## config.mk

```make
export PLATFORM = sky130hd
export DESIGN_NAME = clock_source_routing_config
export DESIGN_NICKNAME = d
export VERILOG_FILES = /design/src/clk_route_pkg.sv /design/src/clock_source_routing_config.sv /design/src/prescale_divider.sv
export VERILOG_INCLUDE_DIRS = /design/src /design/src/src
export SDC_FILE = /design/constraint.sdc
export NUM_CORES = 1
export LEC_CHECK = 0
export BUFFER_PORTS_ARGS = -buffer_cell sky130_fd_sc_hd__buf_2
export CORE_UTILIZATION = 35
export CTS_CLUSTER_SIZE = 30
export DETAILED_ROUTE_END_ITERATION = 12
export GPL_ROUTABILITY_DRIVEN = 0
export PLACE_DENSITY = 0.62
export SYNTH_ARGS = -nofsm -noshare
export SYNTH_HDL_FRONTEND = slang
export SYNTH_SLANG_ARGS = --single-unit
```

## constraint.sdc

```tcl
create_clock -name clk -period 2.8 [get_ports clk]
set_input_delay 0.42 -clock clk [delete_from_list [all_inputs] [get_ports clk]]
set_output_delay 0.42 -clock clk [all_outputs]
set_load 0.02 [all_outputs]
```

## src/clk_route_defs.svh

```systemverilog
`ifndef CLK_ROUTE_DEFS_SVH
`define CLK_ROUTE_DEFS_SVH
// Register indices; byte address is four times the index
`define IDX_LOOP 10'h010
`define IDX_CAL 10'h018
`define IDX_DIV 10'h1e0
`define IDX_SRC 10'h1e1
`define IDX_UPD 10'h232
`define IDX_STAT 10'h234
// Reset values
`define RST_LOOP 8'h01
`define RST_CAL 8'h00
`define RST_DIV 8'h02
`define RST_SRC 8'h00
// Field positions and codes
`define LOOP_PWR_MSB 1
`define LOOP_PWR_LSB 0
`define LOOP_ON 2'h0
`define LOOP_OFF 2'h1
`define POL_BIT 7
`define DIV_MSB 2
`define BYPASS_BIT 0
`define OSC_SEL_BIT 1
`define CAL_BIT 0
`define UPD_BIT 0
`define RATIO_MIN 3'h2
`define RATIO_MAX 3'h6
`define RATIO_CODE_MAX 3'h4
// Calibration busy time in ns and the clock period in ns
`define CAL_TIME_NS 1600
`define CLK_PERIOD_NS 100
`define CAL_CYCLES ((`CAL_TIME_NS + `CLK_PERIOD_NS - 1) / `CLK_PERIOD_NS)
`endif

```

## src/clk_route_pkg.sv

```systemverilog
package clk_route_pkg;
   typedef enum logic [1:0] {BUS_IDLE, BUS_WRITE, BUS_RDWAIT, BUS_RDDATA}
      bus_state_e;
   typedef logic [2:0] ratio_t;
   typedef logic [7:0] reg_t;
   typedef logic [9:0] regidx_t;
endpackage

```

## src/clock_source_routing_config.sv

```systemverilog
`timescale 1ns/10ps
`include "clk_route_defs.svh"
module clock_source_routing_config (
   input wire logic clk,
   input wire logic rstn,
   input wire logic ce,
   input wire logic hsel,
   input wire logic [31:0] haddr,
   input wire logic [1:0] htrans,
   input wire logic hwrite,
   input wire logic [2:0] hsize,
   input wire logic [31:0] hwdata,
   input wire logic hready,
   output logic hreadyout,
   output logic [31:0] hrdata,
   output logic hresp,
   input wire logic extClkIn,
   input wire logic oscClkIn,
   output logic distClkOut,
   output logic feedbackClkOut,
   output logic loopPowerDown,
   output logic oscPowerDown,
   output logic pdPolarityNeg,
   output logic calStart,
   output logic calBusy
);
   import clk_route_pkg::*;

   localparam int CAL_CYCLES = `CAL_CYCLES;
   localparam int CALW = $clog2(CAL_CYCLES + 1);

   bus_state_e state;
   bus_state_e next_state;
   regidx_t addrIdx;
   regidx_t next_addrIdx;
   logic addrOk;
   logic next_addrOk;
   logic [31:0] next_hrdata;
   logic accept;

   reg_t loopReg;
   reg_t calStage;
   reg_t calReg;
   reg_t divReg;
   reg_t srcReg;
   reg_t next_loopReg;
   reg_t next_calStage;
   reg_t next_calReg;
   reg_t next_divReg;
   reg_t next_srcReg;
   logic [CALW-1:0] calCnt;
   logic [CALW-1:0] next_calCnt;
   logic next_calStart;
   logic next_calBusy;
   logic wrEn;

   logic srcLevel;
   logic divOut;
   ratio_t ratio;
   logic next_distClkOut;
   logic next_feedbackClkOut;
   logic next_loopPowerDown;
   logic next_oscPowerDown;
   logic next_pdPolarityNeg;

   // Map a divider code onto its ratio; codes past the top hold at 6
   function automatic ratio_t ratioOf(input logic [2:0] code);
      if (code > `RATIO_CODE_MAX) begin
         return `RATIO_MAX;
      end
      return ratio_t'(code + `RATIO_MIN);
   endfunction

   // True for an aligned word inside the 4 KiB window
   function automatic logic addrHit(input logic [31:0] a,
                                    input logic [2:0] sz);
      return (a[31:12] == 20'h00000) && (a[1:0] == 2'h0) && (sz == 3'h2);
   endfunction

   // Register read mux; unmapped indices read zero
   function automatic logic [31:0] regRead(input regidx_t idx,
                                           input logic ok);
      logic [7:0] v;
      v = 8'h00;
      if (ok) begin
         case (idx)
            `IDX_LOOP: v = loopReg;
            `IDX_CAL: v = calStage;
            `IDX_DIV: v = divReg;
            `IDX_SRC: v = srcReg;
            `IDX_STAT: v = {1'b0, ratio, oscPowerDown, loopPowerDown,
                            calReg[`CAL_BIT], calBusy};
            default: v = 8'h00;
         endcase
      end
      return {24'h000000, v};
   endfunction

   // Ready drops for the single read wait state and whenever frozen
   assign hreadyout = ce && (state != BUS_RDWAIT);
   assign hresp = 1'b0;
   assign accept = hsel && htrans[1] && hready;

   // Bus phase tracking; read data comes from a flop after one wait
   always_comb begin
      next_state = state;
      next_addrIdx = addrIdx;
      next_addrOk = addrOk;
      next_hrdata = hrdata;
      case (state)
         BUS_IDLE, BUS_WRITE, BUS_RDDATA: begin
            if (accept) begin
               next_state = hwrite ? BUS_WRITE : BUS_RDWAIT;
               next_addrIdx = haddr[11:2];
               next_addrOk = addrHit(haddr, hsize);
            end else begin
               next_state = BUS_IDLE;
            end
         end
         BUS_RDWAIT: begin
            next_state = BUS_RDDATA;
            next_hrdata = regRead(addrIdx, addrOk);
         end
         default: next_state = BUS_IDLE;
      endcase
   end

   always_ff @(posedge clk) begin
      if (!rstn) begin
         state <= BUS_IDLE;
         addrIdx <= '0;
         addrOk <= 1'b0;
         hrdata <= 32'h00000000;
      end else if (ce) begin
         state <= next_state;
         addrIdx <= next_addrIdx;
         addrOk <= next_addrOk;
         hrdata <= next_hrdata;
      end
   end

   assign wrEn = (state == BUS_WRITE) && addrOk;

   // Register writes; calibration bit only acts on an update strobe
   always_comb begin
      next_loopReg = loopReg;
      next_calStage = calStage;
      next_calReg = calReg;
      next_divReg = divReg;
      next_srcReg = srcReg;
      next_calStart = 1'b0;
      next_calCnt = calCnt;
      if (calCnt != '0) begin
         next_calCnt = CALW'(calCnt - 1'b1);
      end
      if (wrEn) begin
         case (addrIdx)
            `IDX_LOOP: next_loopReg = hwdata[7:0];
            `IDX_CAL: next_calStage = hwdata[7:0];
            `IDX_DIV: next_divReg = hwdata[7:0];
            `IDX_SRC: next_srcReg = hwdata[7:0];
            `IDX_UPD: begin
               if (hwdata[`UPD_BIT]) begin
                  next_calReg = calStage;
                  // Start only on a 0 to 1 step, so a stale 1 never reruns
                  if (calStage[`CAL_BIT] && !calReg[`CAL_BIT]) begin
                     next_calStart = 1'b1;
                     next_calCnt = CALW'(CAL_CYCLES);
                  end
               end
            end
            default: next_loopReg = loopReg;
         endcase
      end
      next_calBusy = (next_calCnt != '0);
   end

   always_ff @(posedge clk) begin
      if (!rstn) begin
         loopReg <= `RST_LOOP;
         calStage <= `RST_CAL;
         calReg <= `RST_CAL;
         divReg <= `RST_DIV;
         srcReg <= `RST_SRC;
         calCnt <= '0;
         calStart <= 1'b0;
         calBusy <= 1'b0;
      end else if (ce) begin
         loopReg <= next_loopReg;
         calStage <= next_calStage;
         calReg <= next_calReg;
         divReg <= next_divReg;
         srcReg <= next_srcReg;
         calCnt <= next_calCnt;
         calStart <= next_calStart;
         calBusy <= next_calBusy;
      end
   end

   // Source choice feeds both the divider and the bypass path
   assign srcLevel = srcReg[`OSC_SEL_BIT] ? oscClkIn : extClkIn;
   assign ratio = ratioOf(divReg[`DIV_MSB:0]);

   prescale_divider #(
      .CW(3)
   ) u_div (
      .clk(clk),
      .rstn(rstn),
      .ce(ce),
      .srcLevel(srcLevel),
      .ratio(ratio),
      .divOut(divOut)
   );

   // Routing and power outputs, all registered
   always_comb begin
      next_distClkOut = srcReg[`BYPASS_BIT] ? srcLevel : divOut;
      next_loopPowerDown =
         (loopReg[`LOOP_PWR_MSB:`LOOP_PWR_LSB] != `LOOP_ON);
      next_oscPowerDown = !srcReg[`OSC_SEL_BIT];
      next_pdPolarityNeg = loopReg[`POL_BIT];
      // Selected source goes straight to feedback while loop runs
      next_feedbackClkOut = !next_loopPowerDown && srcLevel;
   end

   always_ff @(posedge clk) begin
      if (!rstn) begin
         distClkOut <= 1'b0;
         feedbackClkOut <= 1'b0;
         loopPowerDown <= 1'b1;
         oscPowerDown <= 1'b1;
         pdPolarityNeg <= 1'b0;
      end else if (ce) begin
         distClkOut <= next_distClkOut;
         feedbackClkOut <= next_feedbackClkOut;
         loopPowerDown <= next_loopPowerDown;
         oscPowerDown <= next_oscPowerDown;
         pdPolarityNeg <= next_pdPolarityNeg;
      end
   end
endmodule // clock_source_routing_config

```

## src/prescale_divider.sv

```systemverilog
`timescale 1ns/10ps
`include "clk_route_defs.svh"
module prescale_divider #(
   parameter int CW = 3
) (
   input wire logic clk,
   input wire logic rstn,
   input wire logic ce,
   input wire logic srcLevel,
   input wire clk_route_pkg::ratio_t ratio,
   output logic divOut
);
   import clk_route_pkg::*;

   logic srcPrev;
   logic next_srcPrev;
   logic [CW-1:0] cnt;
   logic [CW-1:0] next_cnt;
   logic next_divOut;
   ratio_t eff;

   // Guard against a ratio below the floor even if the caller slips
   function automatic ratio_t clampRatio(input ratio_t r);
      if (r < `RATIO_MIN) begin
         return `RATIO_MIN;
      end else if (r > `RATIO_MAX) begin
         return `RATIO_MAX;
      end
      return r;
   endfunction

   assign eff = clampRatio(ratio);

   // Count source rising edges; high for the first ratio/2 counts of each period, rounded down
   always_comb begin
      next_srcPrev = srcLevel;
      next_cnt = cnt;
      next_divOut = divOut;
      if (srcLevel && !srcPrev) begin
         if (cnt >= CW'(eff - 3'h1)) begin
            next_cnt = '0;
         end else begin
            next_cnt = CW'(cnt + 1'b1);
         end
         next_divOut = (next_cnt < CW'(eff >> 1));
      end
   end

   always_ff @(posedge clk) begin
      if (!rstn) begin
         srcPrev <= 1'b0;
         cnt <= '0;
         divOut <= 1'b0;
      end else if (ce) begin
         srcPrev <= next_srcPrev;
         cnt <= next_cnt;
         divOut <= next_divOut;
      end
   end
endmodule // prescale_divider

```

# --- Word level (Yosys, flattened, before mapping) ---
# Cells that the tools add are included.
op_classes:
  addsub: 4
  magnitude_cmp: 5
  n_eq_ne: 11
  muxes: 26
  reduce_logical: 28
ops:
  columns: ["operator", "count"]
  rows:
  - ["8-bit case mux with 5 select lines", 1]
  - ["5-bit two-way mux", 5]
  - ["3-bit two-way mux", 7]
  - ["10-bit equality test (second input constant)", 2]
  - ["10-bit by 5-bit equality test with 1-bit output (second input constant)", 2]
  - ["10-bit by 9-bit equality test with 1-bit output (second input constant)", 2]
  - ["20-bit logical NOT", 1]
  - ["3-bit AND reduction", 5]
  - ["5-bit nonzero test", 2]
  - ["1-bit logical AND", 9]
  - ["1-bit two-way mux", 9]
  - ["8-bit two-way mux", 1]
  - ["3-bit greater-than comparator (second input constant)", 2]
  - ["5-bit by 1-bit subtractor with 5-bit output (second input constant)", 1]
  - ["2-bit equality test (second input constant)", 2]
  - ["1-bit logical NOT", 4]
  - ["2-bit logical NOT", 2]
  - ["2-bit two-way mux", 2]
  - ["2-bit case mux with 2 select lines", 1]
  - ["2-bit AND reduction", 2]
  - ["4-bit AND reduction", 1]
  - ["3-bit by 1-bit adder with 3-bit output (second input constant)", 1]
  - ["3-bit by 2-bit adder with 3-bit output (second input constant)", 1]
  - ["3-bit by 2-bit equality test with 1-bit output (second input constant)", 1]
  - ["8 further kinds", 8]
totals:
  regBits: 71
  inputBits: 77
  out_inout_bits: 41
  wordCells: 94

# --- Depth between registers and ports, before layout ---
logic_depth:
  ltp_word: 12
  ltp_mapped: 11
  ltp_nobuf: 11

# --- By module ---
# Synthesis repeated with hierarchy kept, for this count alone.
hier_totals:
  hier_cells: 433
  hier_area_um2: 3759.9
modules_own_cells:
  columns: ["module", "instances", "cells_each", "area_per_inst_um2", "seq_area_each_um2"]
  rows:
  - ["clock_source_routing_config", 1, 390, 3364.5, 1321.3]
  - ["prescale_divider", 1, 43, 395.4, 100.1]

# --- Least setup slack after synthesis ---
# Ideal clock, no wire load.
synth_path:
  path_type: "register to register"
  start: "register divReg[2]"
  end: "register u_div.divOut"
  setup_ps: 74
  arrival_time_ps: 2425
  t_required_ps: 2726
  path_slack_ps: 301
  path_stages_with_launch: 12
  path_buffers: 0
  synth_period_minus_slack_ps: 2499
  path_cell_list: "dfxtp_1 nand2b_1 ha_1 xor2_1 ha_1 a21o_1 a31oi_1 and2_1 ha_1 and2_1 a31o_2 o21ai_0"
synth_via:
  elab_chain_len: 12
  word_cells_on_any_way: 15
  cone_classes: "2 x add/sub; 5 x order compare; 8 x mux"
synth_rtl:
  columns: ["element", "line_no", "rtl"]
  rows:
  - ["start, declared", "clock_source_routing_config.sv:44", "reg_t divReg;"]
  - ["start signal, assigned", "clock_source_routing_config.sv:183", "divReg <= `RST_DIV;"]
  - ["start signal, assigned", "clock_source_routing_config.sv:192", "divReg <= next_divReg;"]
  - ["3-bit greater-than comparator (no line)", null, null]
  - ["1-bit two-way mux", "clock_source_routing_config.sv:68", "if (code > `RATIO_CODE_MAX) begin"]
  - ["3-bit two-way mux (*)", "clock_source_routing_config.sv:71", "return ratio_t'(code + `RATIO_MIN);"]
  - ["3-bit greater-than comparator (no line)", null, null]
  - ["1-bit two-way mux", "prescale_divider.sv:26", "end else if (r > `RATIO_MAX) begin"]
  - ["1-bit two-way mux", "prescale_divider.sv:24", "if (r < `RATIO_MIN) begin"]
  - ["3-bit two-way mux (*)", "prescale_divider.sv:29", "return r;"]
  - ["3-bit by 1-bit subtractor with 3-bit output", "prescale_divider.sv:40", "if (cnt >= CW'(eff - 3'h1)) begin"]
  - ["3-bit >= comparator", "prescale_divider.sv:40", null]
  - ["3-bit two-way mux", "prescale_divider.sv:40", null]
  - ["3-bit two-way mux", "prescale_divider.sv:39", "if (srcLevel && !srcPrev) begin"]
  - ["3-bit by 2-bit < comparator with 1-bit output (*)", "prescale_divider.sv:45", "next_divOut = (next_cnt < CW'(eff >> 1));"]
  - ["end signal, assigned", "prescale_divider.sv:57", "divOut <= next_divOut;"]
  - ["end, declared", "prescale_divider.sv:11", "output logic divOut"]
# Mark *: on every way between the ends. The rest lies on a longest branch, timed or not. The select of a mux whose other input is x is not followed.
# A chain may end at the register's enable or synchronous reset.

# --- Worst setup path after layout ---
# Same ends and word-level chain as after synthesis.

==> summary.md <==
| Metric | Value |
|---|---|
| Outcome | finished clean |
| Final Cycle Share | 0.8897 |
| Antenna-violating nets left | 0 |
| Synthesized area | 3620 um2 |
| Clock Tree Root | clkbuf_8 |
| Layout cells sized above 1 | 0.2505 |
| Antenna cells | 0 |
| Yosys reg bits | 71 |
| Layout Cells excl Fill | 600 |
| Leak pwr | 1.756 nW |
| Starting DRT DRC Count | 130 |
| Wirelength per Cell | 13.79 um |
| RR Endpoint | u_div.divOut |
| GR Overflow Total | 0 |
| Worst min path class | input pin to flop |
| EDFF count, synth | 0 |
| Reg-to-reg startpoint | divReg[2] |
| Worst setup EP type | flop |
| CTS sink count | 71 |
| Via count | 2,975 |
| Setup CP Type | flop to flop |
| Layout overhead on the synthesized area | 15.73% |
| Post-CTS Setup Inserts | 0 |
| R2r worst-path depth | 11 |
| Hold_buf cts | 0 |
| IO buf count | 67 |
| Syn Inst Count | 394 |
| PwrDens | 510.7 nW/um2 |
| IR drop worst, VDD | 0.2809 mV |
| Yosys warnings | 0 |
| Fin nets | 546 |
| Vias in the first global route | 2,801 |
| CTS HTree Levels | 3 |
| Ports | 118 |
| Pre-Repair DR Iteration Count | 4 |
| Sequential area share after synthesis | 0.3927 |
| Die W | 103.7 um |
| DRC viols | 0 |
| CP Max Fanout | 5 |
| Worst Tran Pin Value | 0.7764 ns |
| Required time of the critical path | 3.08 ns |
| Syn avg cell area | 9.187 um2 |
| CTS tree | yes |
| Std-Cell Rows | 36 |
| Startpoint types | flop |
| Synth cell types | 60 |
| Clk Latency, worst-skew pair | 0.35 ns |
| Most common cell on crit path | ha_1 |
| Die height | 103.7 um |
| Final wirelength | 8.274 mm |
| Rel. slew slack | 0.4819 |
| CTS max path bufs | 2 |
| DP Wirelength | 6.083 mm |
| Die ar. | 10,750 um2 |
| Min-Delay Endpoint | addrIdx[1] |
| Core ar. | 9910 um2 |
| Tot Pwr | 0.002139 W |
| Initial antenna violation count | 0 |
| Starting Density | 0.3653 |
| Crit path cell chain | nand2b_1 -> ha_1 -> xor2_1 -> ha_1 -> a21o_1 -> a31oi_1 -> and2_1 -> ha_1 -> and2_1 -> a31o_2 -> o21ai_0 |
| Max stage delay on crit path | 0.36 ns |
| Critical path's slowest cell | dfxtp_1 |
| Gr usage total | 0.1615 |
| Ys async rst share | 0 |
| Top cell family by delay on the critical path | adder cells |
| CTS resizes | 0 |
| Avg Vias per Cell | 4.958 |
| Hold path start | haddr[3] |
| Min Tclk post-route | 2.491 ns |
| Hold Crit Depth | 3 |
| Setup WS post-layout | 0.3088 ns |
| Clock skew | 0.005748 ns |
| CP Buf/Inv Count | 0 |
| Worst Path Arrival | 2.77 ns |
| Max Slew Vio Count | 0 |
| Max Cap Viol | 0 |
| Reg2reg setup slack | 0.31 ns |
| RSZ-0062 raised after global routing | false |
| Most common flop cell mapped by yosys | dfxtp_1 |
| Setup violators final | 0 |
| CTS Buf Count | 9 |
| Clk slew on worst S/H paths | 0.07 ns |
| Highest Clock Rate | 401.4 MHz |
| Largest net degree at the start of global routing | 42 |
| Setup TNS Final | 0 ns |
| Final hold vios | 0 |
| Global-route wire length before repair | 13.83 mm |
| Place WS | 0.3122 ns |
| Dpl cells | 584 |
[tightest hold or removal path, delay by kind of cell]
family / cells / cell delay [ns]
mux: 1 / 0.05
simple gates: 1 / 0.07
buf+inv: 1 / 0.08
[cell type report]
type                            count  area, um2
Clock inverter                      2      37.54
Inverter                            8      30.03
Sequential cell                    71       1421
Timing Repair Buffer               77      410.4
Multi-Input combinational cell    295       1951
Fill cell                        1017       5720
Clock buffer                       14      172.7
Tap cell                          133      166.4
[synthesized netlist by cell type (3+ instances only)]
library cell   n  area (um2)
nand2b_1       5       31.28
nor2_1        27       101.4
mux2i_1       44       440.4
buf_6          4       45.04
o21ai_0       23       115.1
nand3_1       12       60.06
or3_1          3       18.77
nand2_1       47       176.4
and2_1         3       18.77
a21oi_1        8       40.04
ha_1           7       87.58
buf_4         25       187.7
nor4_1         7       43.79
buf_1          4       15.01
a22oi_1        9       67.56
inv_1          8       30.03
clkbuf_1       8       30.03
nor4b_1        3       26.28
dfxtp_1       71        1421
nand4b_1       4       35.03
o22a_2         3       30.03
mux2_2        10       112.6
nor3_1         7       35.03
[flip-flops by register name (all words and copies together) (netlist names), 3 cells and up]
| register | cells |
|---|---|
| addrIdx | 10 |
| calStage | 8 |
| divReg | 8 |
| hrdata | 8 |
| loopReg | 8 |
| srcReg | 8 |
| calCnt | 5 |
| u_div.cnt | 3 |
[metal layers]
metal / track usage / share of wire
met4: 0.04796 / 0.010
met2: 0.2560 / 0.45
met3: 0.04594 / 0.046
met1: 0.2127 / 0.49
met5: 0 / 0
[power by group]
part	total (W)	switching, W	internal [W]	leakage, nW
logic	0.000234	0.000142	0.0000920	1.08
registers	0.00104	0.0000177	0.00103	0.573
clock network	0.000861	0.000376	0.000486	0.103
total	0.00214	0.000536	0.00160	1.76
[how the worst max path moves through the flow]
| stage | start | end | slack [ns] | depth (start not counted) |
|---|---|---|---|---|
| 6_report | divReg[2] | u_div.divOut | 0.31 | 11 |
| 5_1_grt | divReg[2] | u_div.divOut | 0.1 | 11 |
| 4_1_cts | divReg[2] | u_div.divOut | 0.30 | 11 |
| 3_5_place_dp | divReg[2] | u_div.divOut | 0.31 | 11 |
| 3_3_place_gp | divReg[2] | u_div.divOut | 0.36 | 11 |
| 2_1_floorplan | divReg[2] | u_div.divOut | 0.30 | 11 |
[layout by cell type, fill, tap and decap left out, types with 3 or more instances in the layout]
master,n
nor4_1,7
a21oi_1,8
ha_1,7
clkbuf_8,12
a22oi_1,9
mux2_2,10
buf_2,67
nor3_1,7
conb_1,25
dfxtp_1,71
inv_1,8
o21ai_0,23
o22a_2,3
nand3_1,12
nand2_1,47
nand2b_1,5
nand4b_1,4
or3_1,3
and2_1,3
nor4b_1,3
nor2_1,27
buf_4,10
mux2i_1,44
[metrics by stage]
stage	utilization	cell area (um2)	hold WS, ns
CTS	0.4227	4189	0.2867
detailed placement	0.4015	3979	0.4530
floorplan	-	3710	0.4313
global placement	0.4015	3979	0.4408
global route	0.4227	4189	0.2990
finish	0.4227	4189	0.3044
[cell families (layout without fill, tap and decap cells)]
family | Yosys count | after routing | synth area share
other cells | 1 | 25 | 0.001036
buf+inv | 52 | 101 | 0.09333
xor+xnor | 2 | 2 | 0.004840
fa+ha+maj | 7 | 7 | 0.02420
compound gates | 67 | 67 | 0.1251
simple gates | 140 | 140 | 0.2060
mux | 54 | 54 | 0.1528
flops | 71 | 71 | 0.3927
(Power assumes the default switching activity.)
